===== src/bmc_defs.svh =====
// bmc_defs.svh: offsets, reset values and timing of the burst controller
// assumes: included by bare name; apb addresses are word aligned
`ifndef BMC_DEFS_SVH
`define BMC_DEFS_SVH
`define BMC_OFS_SETUP 12'h000
`define BMC_OFS_WIDTH 12'h004
`define BMC_OFS_DEST 12'h008
`define BMC_OFS_OWN 12'h00c
`define BMC_OFS_STAT 12'h010
`define BMC_PAGE_TXP 7'h01
`define BMC_PAGE_RXP 7'h02
`define BMC_RST_SETUP 14'h006c
`define BMC_RST_WIDTH 22'h202044
`define BMC_SETUP_AUTO 13
`define BMC_CLK_MHZ 250
`define BMC_BIT_RATE_KBPS 50
`define BMC_SETTLE_US 650
`define BMC_PREAMBLE_BITS 10
`define BMC_CRC_INIT 16'hffff
`define BMC_CRC_POLY 16'h1021
`endif


===== src/bmc_pkg.sv =====
// bmc_pkg: state and phase types of the burst controller
// assumes: compiled before bmc_ctrl
package bmc_pkg;
  typedef enum logic [5:0] {
    st_off = 6'b000001, st_stby = 6'b000010, st_settle = 6'b000100,
    st_rx = 6'b001000, st_tx = 6'b010000, st_carr = 6'b100000
  } bmc_state_e;
  typedef enum logic [4:0] {
    tp_pre = 5'b00001, tp_adr = 5'b00010, tp_pay = 5'b00100,
    tp_crc = 5'b01000, tp_fin = 5'b10000
  } bmc_txph_e;
  typedef enum logic [2:0] {
    rp_hunt = 3'b001, rp_pay = 3'b010, rp_crc = 3'b100
  } bmc_rxph_e;
endpackage


===== src/bmc_ctrl.sv =====
// bmc_ctrl: packet burst controller with apb registers
// assumes: mode pins and rx link are asynchronous, single pclk domain
// Behaviour
// RL1 - host loads address and payload first
// RL2 - both pins high: power up, frame, send
// RL3 - done flag rises when transmit ends
// RL4 - auto repeat resends while activate high
// RL5 - activate low: finish packet, then standby
// RL6 - select low: finish packet, then receive
// RL7 - started packet always completes before mode change
// RL8 - no repeat, held high: carrier follows
// RL9 - tx done clears on select or power low
// RL10 - receive listens 650 us after selection
// RL11 - carrier flag on detected carrier
// RL12 - address flag on own address match
// RL13 - good crc: store payload, raise done
// RL14 - host drops activate, then reads payload
// RL15 - last payload read clears done and address
// RL16 - select rising in receive starts transmit
// RL17 - pin change mid packet drops it
// RL18 - host should use long varied addresses
// RL19 - configuration kept in power down, standby
// RL20 - registers reachable in every mode
// RL21 - all registers read back
// RL22 - status shows done and address flags
// RL23 - power low: off; activate low: standby
// RL24 - carrier flag drops off carrier or receive
//
// Design decisions made here: the APB interface to the registers and the placing of the registers.
`timescale 1ns/1ns
`default_nettype none
`include "bmc_defs.svh"
module bmc_ctrl #(
  parameter int BIT_CYCLES = `BMC_CLK_MHZ * 1000 / `BMC_BIT_RATE_KBPS,
  parameter int SETTLE_CYCLES = `BMC_SETTLE_US * `BMC_CLK_MHZ
) (
  input wire logic pclk, // 250 MHz clock
  input wire logic presetn, // async reset, low
  input wire logic psel, // apb select
  input wire logic penable, // apb access phase
  input wire logic pwrite, // apb write
  input wire logic [11:0] paddr, // apb byte address
  input wire logic [31:0] pwdata, // apb write data
  output logic [31:0] prdata, // apb read data
  output logic pready, // apb ready
  output logic pslverr, // unmapped address
  input wire logic power_on_control, // mode pin
  input wire logic radio_activate, // mode pin
  input wire logic transmit_select, // mode pin
  input wire logic carrier_in, // carrier seen by radio
  input wire logic rx_link_clk, // received bit clock
  input wire logic rx_data_in, // received bit
  output logic radio_power, // radio powered
  output logic tx_on, // transmitter on
  output logic tx_bit, // transmitted bit
  output logic rx_on, // receiver on
  output logic packet_done_flag, // data ready
  output logic address_hit_flag, // address match
  output logic carrier_sensed_flag // carrier detect
);
  bmc_pkg::bmc_state_e state_q, state_d, want;
  bmc_pkg::bmc_txph_e tph_q;
  bmc_pkg::bmc_rxph_e rph_q;
  logic [5:0] pin_raw, s1_q, s2_q, s3_q, st_q;
  logic pwr, act, txs, car, rxd, rx_tick;
  logic [13:0] setup_q;
  logic [21:0] width_q;
  logic [31:0] dest_q, own_q;
  logic [31:0] txp_q [8];
  logic [31:0] rxp_q [8];
  logic [31:0] rxs_q [8];
  logic [31:0] rd_d;
  logic err_d, wr_en, rd_en, rx_read_last;
  logic [2:0] rx_afw, tx_afw;
  logic [5:0] rx_pw, tx_pw;
  logic [12:0] div_q;
  logic bit_tick, tx_start, tx_end, cur_bit;
  logic [7:0] tcnt_q, rcnt_q;
  logic [15:0] tcrc_q, rcrc_q, rsum_q;
  logic [17:0] settle_q;
  logic [31:0] sr_q, sr_n, exp_a, mask_a;
  logic [5:0] seen_q;
  logic match, rx_good, rx_bad, rx_drop;
  logic done_q, from_tx_q, hit_q, cs_q, hit_set;

  // one step of the crc shift register, msb first
  function automatic logic [15:0] crc_step(input logic [15:0] c,
                                           input logic b);
    crc_step = {c[14:0], 1'b0} ^ ((c[15] ^ b) ? `BMC_CRC_POLY : 16'h0000);
  endfunction

  // own address as it lands in the shift register, byte 0 oldest
  function automatic logic [31:0] addr_seq(input logic [31:0] a,
                                           input logic [2:0] n);
    addr_seq = 32'h0000_0000;
    for (int i = 0; i < 4; i++) begin
      if (i < int'(n)) begin
        addr_seq[(int'(n) - 1 - i) * 8 +: 8] = a[i * 8 +: 8];
      end
    end
  endfunction

  // pins pass three flops; a change counts once stages two and three agree
  assign pin_raw = {rx_data_in, rx_link_clk, carrier_in,
                    transmit_select, radio_activate, power_on_control};
  always_ff @(posedge pclk or negedge presetn) begin
    if (!presetn) begin
      s1_q <= 6'h00;
      s2_q <= 6'h00;
      s3_q <= 6'h00;
      st_q <= 6'h00;
    end else begin
      s1_q <= pin_raw;
      s2_q <= s1_q;
      s3_q <= s2_q;
      st_q <= (s2_q & s3_q) | (st_q & (s2_q ^ s3_q));
    end
  end
  assign pwr = st_q[0];
  assign act = st_q[1];
  assign txs = st_q[2];
  assign car = st_q[3];
  assign rxd = st_q[5];
  // rising edge of the link clock once it is stable
  assign rx_tick = s2_q[4] & s3_q[4] & ~st_q[4];

  assign rx_afw = width_q[2:0];
  assign tx_afw = width_q[6:4];
  assign rx_pw = width_q[13:8];
  assign tx_pw = width_q[21:16];

  // apb: zero wait states, read data captured in the setup cycle
  assign pready = 1'b1;
  assign wr_en = psel & penable & pwrite; // RL20
  assign rd_en = psel & ~penable & ~pwrite;
  always_comb begin
    rd_d = 32'h0000_0000;
    err_d = 1'b0;
    if (paddr == `BMC_OFS_SETUP) begin
      rd_d = {18'h00000, setup_q}; // RL21
    end else if (paddr == `BMC_OFS_WIDTH) begin
      rd_d = {10'h000, width_q};
    end else if (paddr == `BMC_OFS_DEST) begin
      rd_d = dest_q;
    end else if (paddr == `BMC_OFS_OWN) begin
      rd_d = own_q;
    end else if (paddr == `BMC_OFS_STAT) begin
      rd_d = {18'h00000, state_q, 5'h00, cs_q, hit_q, done_q}; // RL22
    end else if (paddr[11:5] == `BMC_PAGE_TXP && paddr[1:0] == 2'b00) begin
      rd_d = txp_q[paddr[4:2]];
    end else if (paddr[11:5] == `BMC_PAGE_RXP && paddr[1:0] == 2'b00) begin
      rd_d = rxp_q[paddr[4:2]];
    end else begin
      err_d = 1'b1;
    end
  end

  // read answer and error flag, both valid in the access phase
  always_ff @(posedge pclk or negedge presetn) begin
    if (!presetn) begin
      prdata <= 32'h0000_0000;
      pslverr <= 1'b0;
    end else if (psel & ~penable) begin
      prdata <= rd_en ? rd_d : 32'h0000_0000;
      pslverr <= err_d;
    end
  end

  // configuration only sees presetn, so power down keeps it
  always_ff @(posedge pclk or negedge presetn) begin
    if (!presetn) begin
      setup_q <= `BMC_RST_SETUP;
      width_q <= `BMC_RST_WIDTH;
      dest_q <= 32'h0000_0000;
      own_q <= 32'h0000_0000;
      for (int i = 0; i < 8; i++) begin
        txp_q[i] <= 32'h0000_0000;
      end
    end else if (wr_en & ~err_d) begin
      if (paddr == `BMC_OFS_SETUP) begin
        setup_q <= pwdata[13:0]; // RL19
      end else if (paddr == `BMC_OFS_WIDTH) begin
        width_q <= pwdata[21:0];
      end else if (paddr == `BMC_OFS_DEST) begin
        dest_q <= pwdata;
      end else if (paddr == `BMC_OFS_OWN) begin
        own_q <= pwdata;
      end else if (paddr[11:5] == `BMC_PAGE_TXP) begin
        txp_q[paddr[4:2]] <= pwdata;
      end
    end
  end

  // reading the word holding the last payload byte ends the readout
  assign rx_read_last = psel & penable & ~pwrite &
                        paddr[11:5] == `BMC_PAGE_RXP &&
                        paddr[4:2] == 3'(rx_pw - 6'd1 >> 2);

  // mode asked for by the pins
  always_comb begin
    if (!pwr) begin
      want = bmc_pkg::st_off; // RL23
    end else if (!act) begin
      want = bmc_pkg::st_stby;
    end else if (txs) begin
      want = bmc_pkg::st_tx; // RL2
    end else begin
      want = bmc_pkg::st_settle;
    end
  end

  // mode machine; transmit only leaves at a packet end
  always_comb begin
    state_d = state_q;
    case (state_q)
      bmc_pkg::st_tx: begin
        if (tx_end) begin
          if (want != bmc_pkg::st_tx) begin
            state_d = want; // RL5 RL6
          end else if (setup_q[`BMC_SETUP_AUTO]) begin
            state_d = bmc_pkg::st_tx; // RL4
          end else begin
            state_d = bmc_pkg::st_carr; // RL8
          end
        end
      end
      bmc_pkg::st_rx: begin
        if (want != bmc_pkg::st_settle) begin
          state_d = want; // RL16 RL17
        end
      end
      bmc_pkg::st_settle: begin
        if (want != bmc_pkg::st_settle) begin
          state_d = want;
        end else if (settle_q == 18'(SETTLE_CYCLES - 1)) begin
          state_d = bmc_pkg::st_rx; // RL10
        end
      end
      bmc_pkg::st_carr: begin
        if (want != bmc_pkg::st_tx) begin
          state_d = want;
        end
      end
      default: begin
        state_d = want;
      end
    endcase
  end
  assign tx_start = state_d == bmc_pkg::st_tx &&
                    (state_q != bmc_pkg::st_tx || tx_end);

  always_ff @(posedge pclk or negedge presetn) begin
    if (!presetn) begin
      state_q <= bmc_pkg::st_off;
    end else begin
      state_q <= state_d;
    end
  end

  // settle timer runs only while waiting to listen
  always_ff @(posedge pclk or negedge presetn) begin
    if (!presetn) begin
      settle_q <= 18'h00000;
    end else if (state_q == bmc_pkg::st_settle) begin
      settle_q <= settle_q + 18'h00001;
    end else begin
      settle_q <= 18'h00000;
    end
  end

  // bit rate enable, restarted with each packet
  always_ff @(posedge pclk or negedge presetn) begin
    if (!presetn) begin
      div_q <= 13'h0000;
    end else if (tx_start || bit_tick) begin
      div_q <= 13'h0000;
    end else begin
      div_q <= div_q + 13'h0001;
    end
  end
  assign bit_tick = state_q == bmc_pkg::st_tx &&
                    div_q == 13'(BIT_CYCLES - 1);
  assign tx_end = bit_tick && tph_q == bmc_pkg::tp_fin; // RL7

  // bit on the air for the current phase and count
  always_comb begin
    case (tph_q)
      bmc_pkg::tp_pre: cur_bit = ~tcnt_q[0];
      bmc_pkg::tp_adr: cur_bit = dest_q[{tcnt_q[4:3], ~tcnt_q[2:0]}];
      bmc_pkg::tp_pay: cur_bit = txp_q[tcnt_q[7:5]][{tcnt_q[4:3], ~tcnt_q[2:0]}];
      bmc_pkg::tp_crc: cur_bit = tcrc_q[15];
      default: cur_bit = 1'b0;
    endcase
  end

  // framer: preamble, address, payload, crc over the payload
  always_ff @(posedge pclk or negedge presetn) begin
    if (!presetn) begin
      tph_q <= bmc_pkg::tp_pre;
      tcnt_q <= 8'h00;
      tcrc_q <= `BMC_CRC_INIT;
      tx_bit <= 1'b0;
    end else if (tx_start) begin
      tph_q <= bmc_pkg::tp_pre; // RL2
      tcnt_q <= 8'h00;
      tcrc_q <= `BMC_CRC_INIT;
    end else if (state_q == bmc_pkg::st_carr) begin
      tx_bit <= 1'b0; // RL8
    end else if (bit_tick) begin
      tx_bit <= cur_bit;
      tcnt_q <= tcnt_q + 8'h01;
      case (tph_q)
        bmc_pkg::tp_pre: begin
          if (tcnt_q == 8'(`BMC_PREAMBLE_BITS - 1)) begin
            tph_q <= bmc_pkg::tp_adr;
            tcnt_q <= 8'h00;
          end
        end
        bmc_pkg::tp_adr: begin
          if (tcnt_q[5:0] == 6'({tx_afw, 3'b000} - 6'd1)) begin
            tph_q <= bmc_pkg::tp_pay;
            tcnt_q <= 8'h00;
          end
        end
        bmc_pkg::tp_pay: begin
          tcrc_q <= crc_step(tcrc_q, cur_bit);
          if ({1'b0, tcnt_q} == 9'({tx_pw, 3'b000} - 9'd1)) begin
            tph_q <= bmc_pkg::tp_crc;
            tcnt_q <= 8'h00;
          end
        end
        bmc_pkg::tp_crc: begin
          tcrc_q <= {tcrc_q[14:0], 1'b0};
          if (tcnt_q == 8'h0f) begin
            tph_q <= bmc_pkg::tp_fin;
          end
        end
        default: begin
          tph_q <= bmc_pkg::tp_fin;
        end
      endcase
    end
  end

  // address hunt compares the newest bits with the own address
  assign sr_n = {sr_q[30:0], rxd};
  assign exp_a = addr_seq(own_q, rx_afw);
  assign mask_a = ~(32'hffff_ffff << {rx_afw, 3'b000});
  assign match = rph_q == bmc_pkg::rp_hunt && rx_tick &&
                 state_q == bmc_pkg::st_rx && state_d == bmc_pkg::st_rx &&
                 {1'b0, seen_q} + 7'd1 >= {1'b0, rx_afw, 3'b000} &&
                 ((sr_n ^ exp_a) & mask_a) == 32'h0000_0000;
  assign rx_good = rph_q == bmc_pkg::rp_crc && rx_tick &&
                   state_q == bmc_pkg::st_rx && rcnt_q == 8'h0f &&
                   state_d == bmc_pkg::st_rx &&
                   {rsum_q[14:0], rxd} == rcrc_q;
  assign rx_bad = rph_q == bmc_pkg::rp_crc && rx_tick &&
                  state_q == bmc_pkg::st_rx && rcnt_q == 8'h0f && !rx_good;
  assign rx_drop = state_q == bmc_pkg::st_rx &&
                   state_d != bmc_pkg::st_rx && rph_q != bmc_pkg::rp_hunt;

  // deframer; any exit from receive throws the packet away
  always_ff @(posedge pclk or negedge presetn) begin
    if (!presetn) begin
      rph_q <= bmc_pkg::rp_hunt;
      rcnt_q <= 8'h00;
      rcrc_q <= `BMC_CRC_INIT;
      rsum_q <= 16'h0000;
      sr_q <= 32'h0000_0000;
      seen_q <= 6'h00;
    end else if (state_q != bmc_pkg::st_rx ||
                 state_d != bmc_pkg::st_rx) begin
      // the leaving edge already resets, so no half packet survives
      rph_q <= bmc_pkg::rp_hunt; // RL17
      seen_q <= 6'h00;
    end else if (rx_tick) begin
      rcnt_q <= rcnt_q + 8'h01;
      case (rph_q)
        bmc_pkg::rp_hunt: begin
          sr_q <= sr_n;
          seen_q <= (seen_q == 6'h20) ? seen_q : seen_q + 6'h01;
          if (match) begin
            rph_q <= bmc_pkg::rp_pay;
            rcnt_q <= 8'h00;
            rcrc_q <= `BMC_CRC_INIT;
          end
        end
        bmc_pkg::rp_pay: begin
          rcrc_q <= crc_step(rcrc_q, rxd);
          if ({1'b0, rcnt_q} == 9'({rx_pw, 3'b000} - 9'd1)) begin
            rph_q <= bmc_pkg::rp_crc;
            rcnt_q <= 8'h00;
          end
        end
        default: begin
          rsum_q <= {rsum_q[14:0], rxd};
          if (rcnt_q == 8'h0f) begin
            rph_q <= bmc_pkg::rp_hunt;
            seen_q <= 6'h00;
          end
        end
      endcase
    end
  end

  // payload shadow; visible to software only after a good crc
  always_ff @(posedge pclk or negedge presetn) begin
    if (!presetn) begin
      for (int i = 0; i < 8; i++) begin
        rxs_q[i] <= 32'h0000_0000;
        rxp_q[i] <= 32'h0000_0000;
      end
    end else if (rx_good) begin
      for (int i = 0; i < 8; i++) begin
        rxp_q[i] <= rxs_q[i]; // RL13
      end
    end else if (rx_tick && rph_q == bmc_pkg::rp_pay &&
                 state_q == bmc_pkg::st_rx) begin
      rxs_q[rcnt_q[7:5]][{rcnt_q[4:3], ~rcnt_q[2:0]}] <= rxd;
    end
  end

  // flags: a set always beats a clear in the same cycle
  assign hit_set = match;
  always_ff @(posedge pclk or negedge presetn) begin
    if (!presetn) begin
      done_q <= 1'b0;
      from_tx_q <= 1'b0;
      hit_q <= 1'b0;
    end else begin
      if (tx_end || rx_good) begin
        done_q <= 1'b1; // RL3 RL13
        from_tx_q <= tx_end;
      end else if ((from_tx_q && (!txs || !pwr)) || // RL9
                   (!from_tx_q && rx_read_last)) begin
        done_q <= 1'b0; // RL15
      end
      if (hit_set) begin
        hit_q <= 1'b1; // RL12
      end else if (rx_read_last || rx_bad || rx_drop) begin
        hit_q <= 1'b0; // RL15
      end
    end
  end

  // carrier flag only while listening
  always_ff @(posedge pclk or negedge presetn) begin
    if (!presetn) begin
      cs_q <= 1'b0;
    end else begin
      cs_q <= state_q == bmc_pkg::st_rx && car; // RL11 RL24
    end
  end

  // radio controls follow the mode directly from the state flops
  assign radio_power = state_q[2] | state_q[3] | state_q[4] | state_q[5];
  assign tx_on = state_q[4] | state_q[5];
  assign rx_on = state_q[2] | state_q[3];
  assign packet_done_flag = done_q;
  assign address_hit_flag = hit_q;
  assign carrier_sensed_flag = cs_q;
endmodule
`default_nettype wire


===== config.mk =====
export PLATFORM = sky130hd
export DESIGN_NAME = bmc_ctrl
export DESIGN_NICKNAME = d
export VERILOG_FILES = /design/src/bmc_pkg.sv /design/src/bmc_ctrl.sv
export VERILOG_INCLUDE_DIRS = /design/src
export SDC_FILE = /design/constraint.sdc
export NUM_CORES = 2
export LEC_CHECK = 0
export BUFFER_PORTS_ARGS = -buffer_cell sky130_fd_sc_hd__buf_2
export CORE_MARGIN = 5
export CORE_UTILIZATION = 30
export CTS_CLUSTER_DIAMETER = 100
export DETAILED_ROUTE_END_ITERATION = 7
export GPL_TIMING_DRIVEN = 0
export HOLD_SLACK_MARGIN = 0.08
export PLACE_DENSITY = 0.44
export SLEW_MARGIN = 20
export SYNTH_ARGS = -nofsm -noshare
export SYNTH_HDL_FRONTEND = slang
export SYNTH_SLANG_ARGS = --single-unit

===== constraint.sdc =====
create_clock -name pclk -period 15.45 [get_ports pclk]
set_clock_uncertainty 0.05 [all_clocks]
set_input_delay 2.3175 -clock pclk [delete_from_list [all_inputs] [get_ports pclk]]
set_output_delay 2.3175 -clock pclk [all_outputs]
set_load 0.1 [all_outputs]

[Yosys cells after proc, flatten, opt, wreduce, memory -nomap -nowiden]
Cells that the tools add are included.
Storage, ports and cells
  logic and storage cells: 349
  output and inout port bits: 41
  input bits: 55
  bits in registers: 1075
Operators by class
  reduce and logical (&&, ||, !) cells: 68
  add/sub/neg operators: 18
  $lt $le $gt $ge: 13
  bitwise gates (word level): 43
  shift operators: 9
  multiplexer cells: 100
  equality and inequality tests: 47
Operators with widths (number)
  $mux 32: 20
  $bwmux 256: 2
  $bmux 32 s3: 3
  $demux 32 s3: 2
  $shift 8x33->32 const A: 4
  $shiftx 8x33->32: 4
  $bwmux 32: 3
  $mux 6: 11
  $neg 32->33: 2
  $and 32x32->32: 2
  $mux 16: 4
  $mux 8: 8
  $pmux 16 s2: 2
  $mux 5: 10
  $mux 13: 3
  $neg 7->33: 1
  $neg 8->33: 1
  $logic_not 32->1: 1
  $not 32->32: 1
  $shl 32x6->32 const A: 1
  $xor 16x13->16: 2
  $xor 32x32->32: 1
  $logic_and 1x1->1: 27
  $eq 12x4->1 const B: 2
  other kinds (82): 181

[Depth between registers and ports, before layout]
  word-level depth: 19
  gate-level depth with buffers: 24
  depth with buffers taken out: 21

[Worst setup path after synthesis]
No wires, ideal clock.
  path type: reg-to-reg
  from: reg width_q[0]
  to: reg rcrc_q[10]
  path slack: 9.742 ns
  setup time: 0.061 ns
  stages on the path, launching flop included: 23
  arrival: 5.597 ns
  clock period less this slack: 5.708 ns
  required time: 15.339 ns
  path through: dfrtp_1 buf_2 inv_2 ha_1 ha_1 buf_4 clkbuf_1 a21oi_1 nand4_1 ha_1 nor4b_1 o2111ai_1 nor3_4 a221oi_2 a21oi_1 mux2_2 or4b_1 nor4_2 a221o_1 nand4_1 nand2_2 buf_6 o22a_1
On the way
  cells in the longest elaborated chain, start to end: 17
  elaborated cells on any way between the ends: 38
Ends and longest elaborated chain
  start: declaration: RTL line bmc_ctrl.sv:67  | logic [21:0] width_q;
  start signal: assignment: RTL line bmc_ctrl.sv:173  | width_q <= `BMC_RST_WIDTH;
  start signal: assignment: RTL line bmc_ctrl.sv:183  | width_q <= pwdata[21:0];
  branches (longest 14 deep; another with $neg 32->33)
  $logic_and 1x1->1 (*): RTL line bmc_ctrl.sv:351  | {1'b0, seen_q} + 7'd1 >= {1'b0, rx_afw, 3'b000} &&
  $ne 2x2->1 (no line) (*)
  $reduce_and 4->1 (no line) (*)
  end signal: assignment: RTL line bmc_ctrl.sv:367  | rcrc_q <= `BMC_CRC_INIT;
  end signal: assignment: RTL line bmc_ctrl.sv:385  | rcrc_q <= `BMC_CRC_INIT;
  end signal: assignment: RTL line bmc_ctrl.sv:389  | rcrc_q <= crc_step(rcrc_q, rxd);
  end: declaration: RTL line bmc_ctrl.sv:79  | logic [15:0] tcrc_q, rcrc_q, rsum_q;
Every way passes the cells marked *.
A chain may end at the register's enable or synchronous reset.

[Final worst setup path]
  from: reg width_q[0]
  to: reg rcnt_q[5]
On the way
  cells in the longest elaborated chain, start to end: 17
  elaborated cells on any way between the ends: 38
Ends and longest elaborated chain
  branches (longest 14 deep; another with $neg 32->33)
  $logic_and 1x1->1 (*): RTL line bmc_ctrl.sv:351
  $mux 8 (*): RTL line bmc_ctrl.sv:382  | if (match) begin
  $pmux 8 s2 (*): RTL line bmc_ctrl.sv:378  | case (rph_q)
  end signal: assignment: RTL line bmc_ctrl.sv:377  | rcnt_q <= rcnt_q + 8'h01;
  end: declaration: RTL line bmc_ctrl.sv:78  | logic [7:0] tcnt_q, rcnt_q;
Marks and branches as above.

==> results.txt <==
Starting Density - 30.22%
Clock Path Buffers - 3
Worst endpoint required time - 16.04 ns
Final Critical Period - 7.588 ns
Post-synth EDFFs - 0
Syn Std Cell Area - 52,580 um2
Layout area overhead - 15.04%
Most common cell in the synthesized netlist - dfrtp_1
Routed WL - 198,900 um
Hold Fails Final Rpt - 0
Drt first pass iters - 6
Max stage delay on crit path - 0.90 ns
#FFs+latches synth - 1,075
Critical path buffers and inverters - 5
Ys async rst share - 100.0%
Max Slew Vio Count - 0
Cell Int Power - 0.004675 W
H-tree levels - 3
Psw - 0.001519 W
Clk pwr share - 49.1%
Clock Pin Slew Worst Setup and Hold Paths - 0.06 ns
Period Utilization, post-route - 49.11%
Design Power - 0.006194 W
Main synth FF type - dfrtp_1
CP cell instances - buf_2 -> inv_2 -> ha_1 -> ha_1 -> buf_4 -> clkbuf_1 -> a21oi_1 -> nand4_1 -> ha_1 -> nor4b_1 -> o2111ai_1 -> nor3_1 -> nand2_1 -> a222oi_1 -> xnor2_1 -> nand2_1 -> o41ai_2 -> and3_1 -> a22oi_1 -> buf_4 -> o21ai_1 -> o21ai_0
Post-DP HPWL - 141,800 um
Fmax - 131.8 MHz
Post-cts resize count - 0
Finished Core Util - 34.76%
Unrepaired setup endpoints after global routing - no
Run status - finished, final reports clean
Initial antenna violation count - 11
Area post-placement - 56,280 um2
CP top delay family - compound AO/OA/AOI/OAI gates
Arr. time, crit path - 8.18 ns
Max-cap violation count - 0
DIE AREA - 183,700 um2
Critical path class - reg -> reg
Drt wl/cell - 28.86 um
Vias in the first global route - 38.34k
Peak VDD IR - 0.09124 mV
Fraction of layout cells with a size suffix above 1 - 27.70%
Avg Cell Area, Syn - 12.40 um2
Syn nets - 4,341
CP Capture Type - register
Cells after Synth - 4,239
Synth Warn # - 0
Final setup vio count - 0
Yosys top cell area share - 49.11%
Grt ovf - 0
Sw frac - 24.53%
Max FO, Critical Path - 11
Post-synthesis sequential area ratio - 51.26%
Power density cells - 102.4 nW/um2
CTS tree - done
Clock Latency Late Sink - 0.78 ns
Pre-CTS setup slack - 8.004 ns
Placer Congestion - 0.8903
Seq pwr share - 46.2%
Initial DRC Count - 3,274
Worst path most repeated cell - ha_1
CTS Sinks - 1,075
Final #Nets - 4,559
Global-route usage over all layers - 21.28%
First-pass GRT wire length - 288,200 um
Core Area - 174,000 um2
Die extent in y - 428.7 um
Synth area leaders - dfrtp_1 (49%), mux2_2 (14%), mux4_2 (7.5%)
Setup WS post-layout - 7.862 ns
Rows - 153
Post-cts hold buffer count - 0
Synth top cells by count - dfrtp_1 (1,032), mux2_2 (663), o21ai_0 (335), clkbuf_1 (269), o31ai_1 (253)
Worst Max-Slew Pin Slew - 1.260 ns
Post-route antenna net violation count - 0
Area leader, netlist - dfrtp_1
Startpoint types - register
Min-delay worst type - reg -> reg
Die width - 428.7 um
Largest net degree at the start of global routing - 129
Final setup TNS - 0 ns
Number of setup buffers added after CTS - 0
CTS Root Cell - clkbuf_16
Post-route DRC - 0
Combinational power share - 4.7%
Pleak - 26.85 nW
Vias per Instance - 5.475
Yosys cell types - 97
Io pins - 96
Worst slew margin - 13.61%
TritonCTS Buffers - 121
Critical-path top delay cell - nor3_1
Design Area, Final - 60,490 um2
PortBufs - 83
Vias post-DR - 37.74k
worst paths after layout:
check | startpoint | end | slack, ns | cells past startpoint
setup / recovery | width_q[0] | rcnt_q[5] | 7.86 | 22
hold / removal | s1_q[1] | s2_q[1] | 0.30 | 0
setup reg to reg | width_q[0] | rcnt_q[5] | 7.86 | 22
hold reg to reg | s1_q[1] | s2_q[1] | 0.30 | 0
max in group asynchronous | presetn | rxs_q[26] | 11.41 | 5
min in group asynchronous | presetn | txp_q[82] | 1.45 | 1
cells in the final DEF (no fill, tap or decap), types with 59 or more instances in the layout:
| cell | count |
|---|---|
| mux2i_1 | 153 |
| a21oi_1 | 93 |
| clkbuf_16 | 124 |
| dfrtp_1 | 1032 |
| xnor2_1 | 61 |
| nand2_1 | 210 |
| o31ai_1 | 253 |
| clkbuf_1 | 290 |
| nor2_1 | 110 |
| o22ai_1 | 59 |
| mux2_2 | 663 |
| o21ai_0 | 335 |
| mux4_2 | 175 |
| buf_2 | 111 |
| nand3_1 | 91 |
stage by stage:
step	hold WS [ns]	instances
2_1_floorplan	0.2812	4239
3_3_place_gp	0.2845	6647
3_5_place_dp	0.2862	6659
4_1_cts	0.2996	6888
5_1_grt	0.3043	6890
6_report	0.2965	6893
cell type report:
class                      count  area, um2
sequential                  1075      26950
clock inverter                35      462.9
tap                         2325       2909
inverter                      62      232.7
timing repair buffer          95      724.4
buffer                       348       1404
fill                       17370     113500
antenna                        5      12.51
multi-input combinational   2754      24060
clock buffer                 194       3726
power groups by stage:
stage                     sequential (W)  clock (W)  combinational [W]
final                            0.00286    0.00304           0.000291
after floorplan                  0.00291          0           0.000124
after detailed placement         0.00291          0           0.000299
after CTS                        0.00286    0.00311           0.000299
after global routing             0.00286    0.00322           0.000316
after global placement           0.00292          0           0.000288
routing by layer:
metal	vias up	GRT usage [%]	part of all wire, %
met5	-	0	0.0055
met4	2	8.639	4.8
met3	360	2.828	4.5
met2	1037	34.13	46
met1	19950	29.16	44
li1	16390	-	-
worst register-to-register path, cell delays in order, from the launching register on:
cell	delay, ns
dfrtp_1	0.60
buf_2	0.31
inv_2	0.16
ha_1	0.35
ha_1	0.40
buf_4	0.23
clkbuf_1	0.27
a21oi_1	0.60
nand4_1	0.17
ha_1	0.30
nor4b_1	0.45
o2111ai_1	0.32
nor3_1	0.90
nand2_1	0.11
a222oi_1	0.54
xnor2_1	0.19
nand2_1	0.12
o41ai_2	0.58
and3_1	0.29
a22oi_1	0.11
buf_4	0.24
o21ai_1	0.07
o21ai_0	0.09
cells by family after synthesis:
family	after synthesis	share of synthesized area, %
flops	1075	51.26
mux	992	24.63
compound gates	954	11.85
simple gates	654	6.299
buf+inv	410	3.046
xor+xnor	106	1.792
fa+ha+maj	47	1.118
other cells	1	0.007132
flip-flops by register name, summed over array words and instances, names as in the netlist, 3 cells and up:
| register | count |
|---|---|
| rxp_q | 256 |
| rxs_q | 256 |
| txp_q | 256 |
| dest_q | 32 |
| own_q | 32 |
| prdata | 32 |
| sr_q | 31 |
| width_q | 22 |
| settle_q | 18 |
| rcrc_q | 16 |
| tcrc_q | 16 |
| rsum_q | 15 |
| setup_q | 14 |
| div_q | 13 |
| rcnt_q | 8 |
| tcnt_q | 8 |
| s1_q | 6 |
| s2_q | 6 |
| s3_q | 6 |
| seen_q | 6 |
| st_q | 6 |
| state_q | 6 |
| tph_q | 5 |
| rph_q | 3 |
Power figures use the tool's default switching activity.
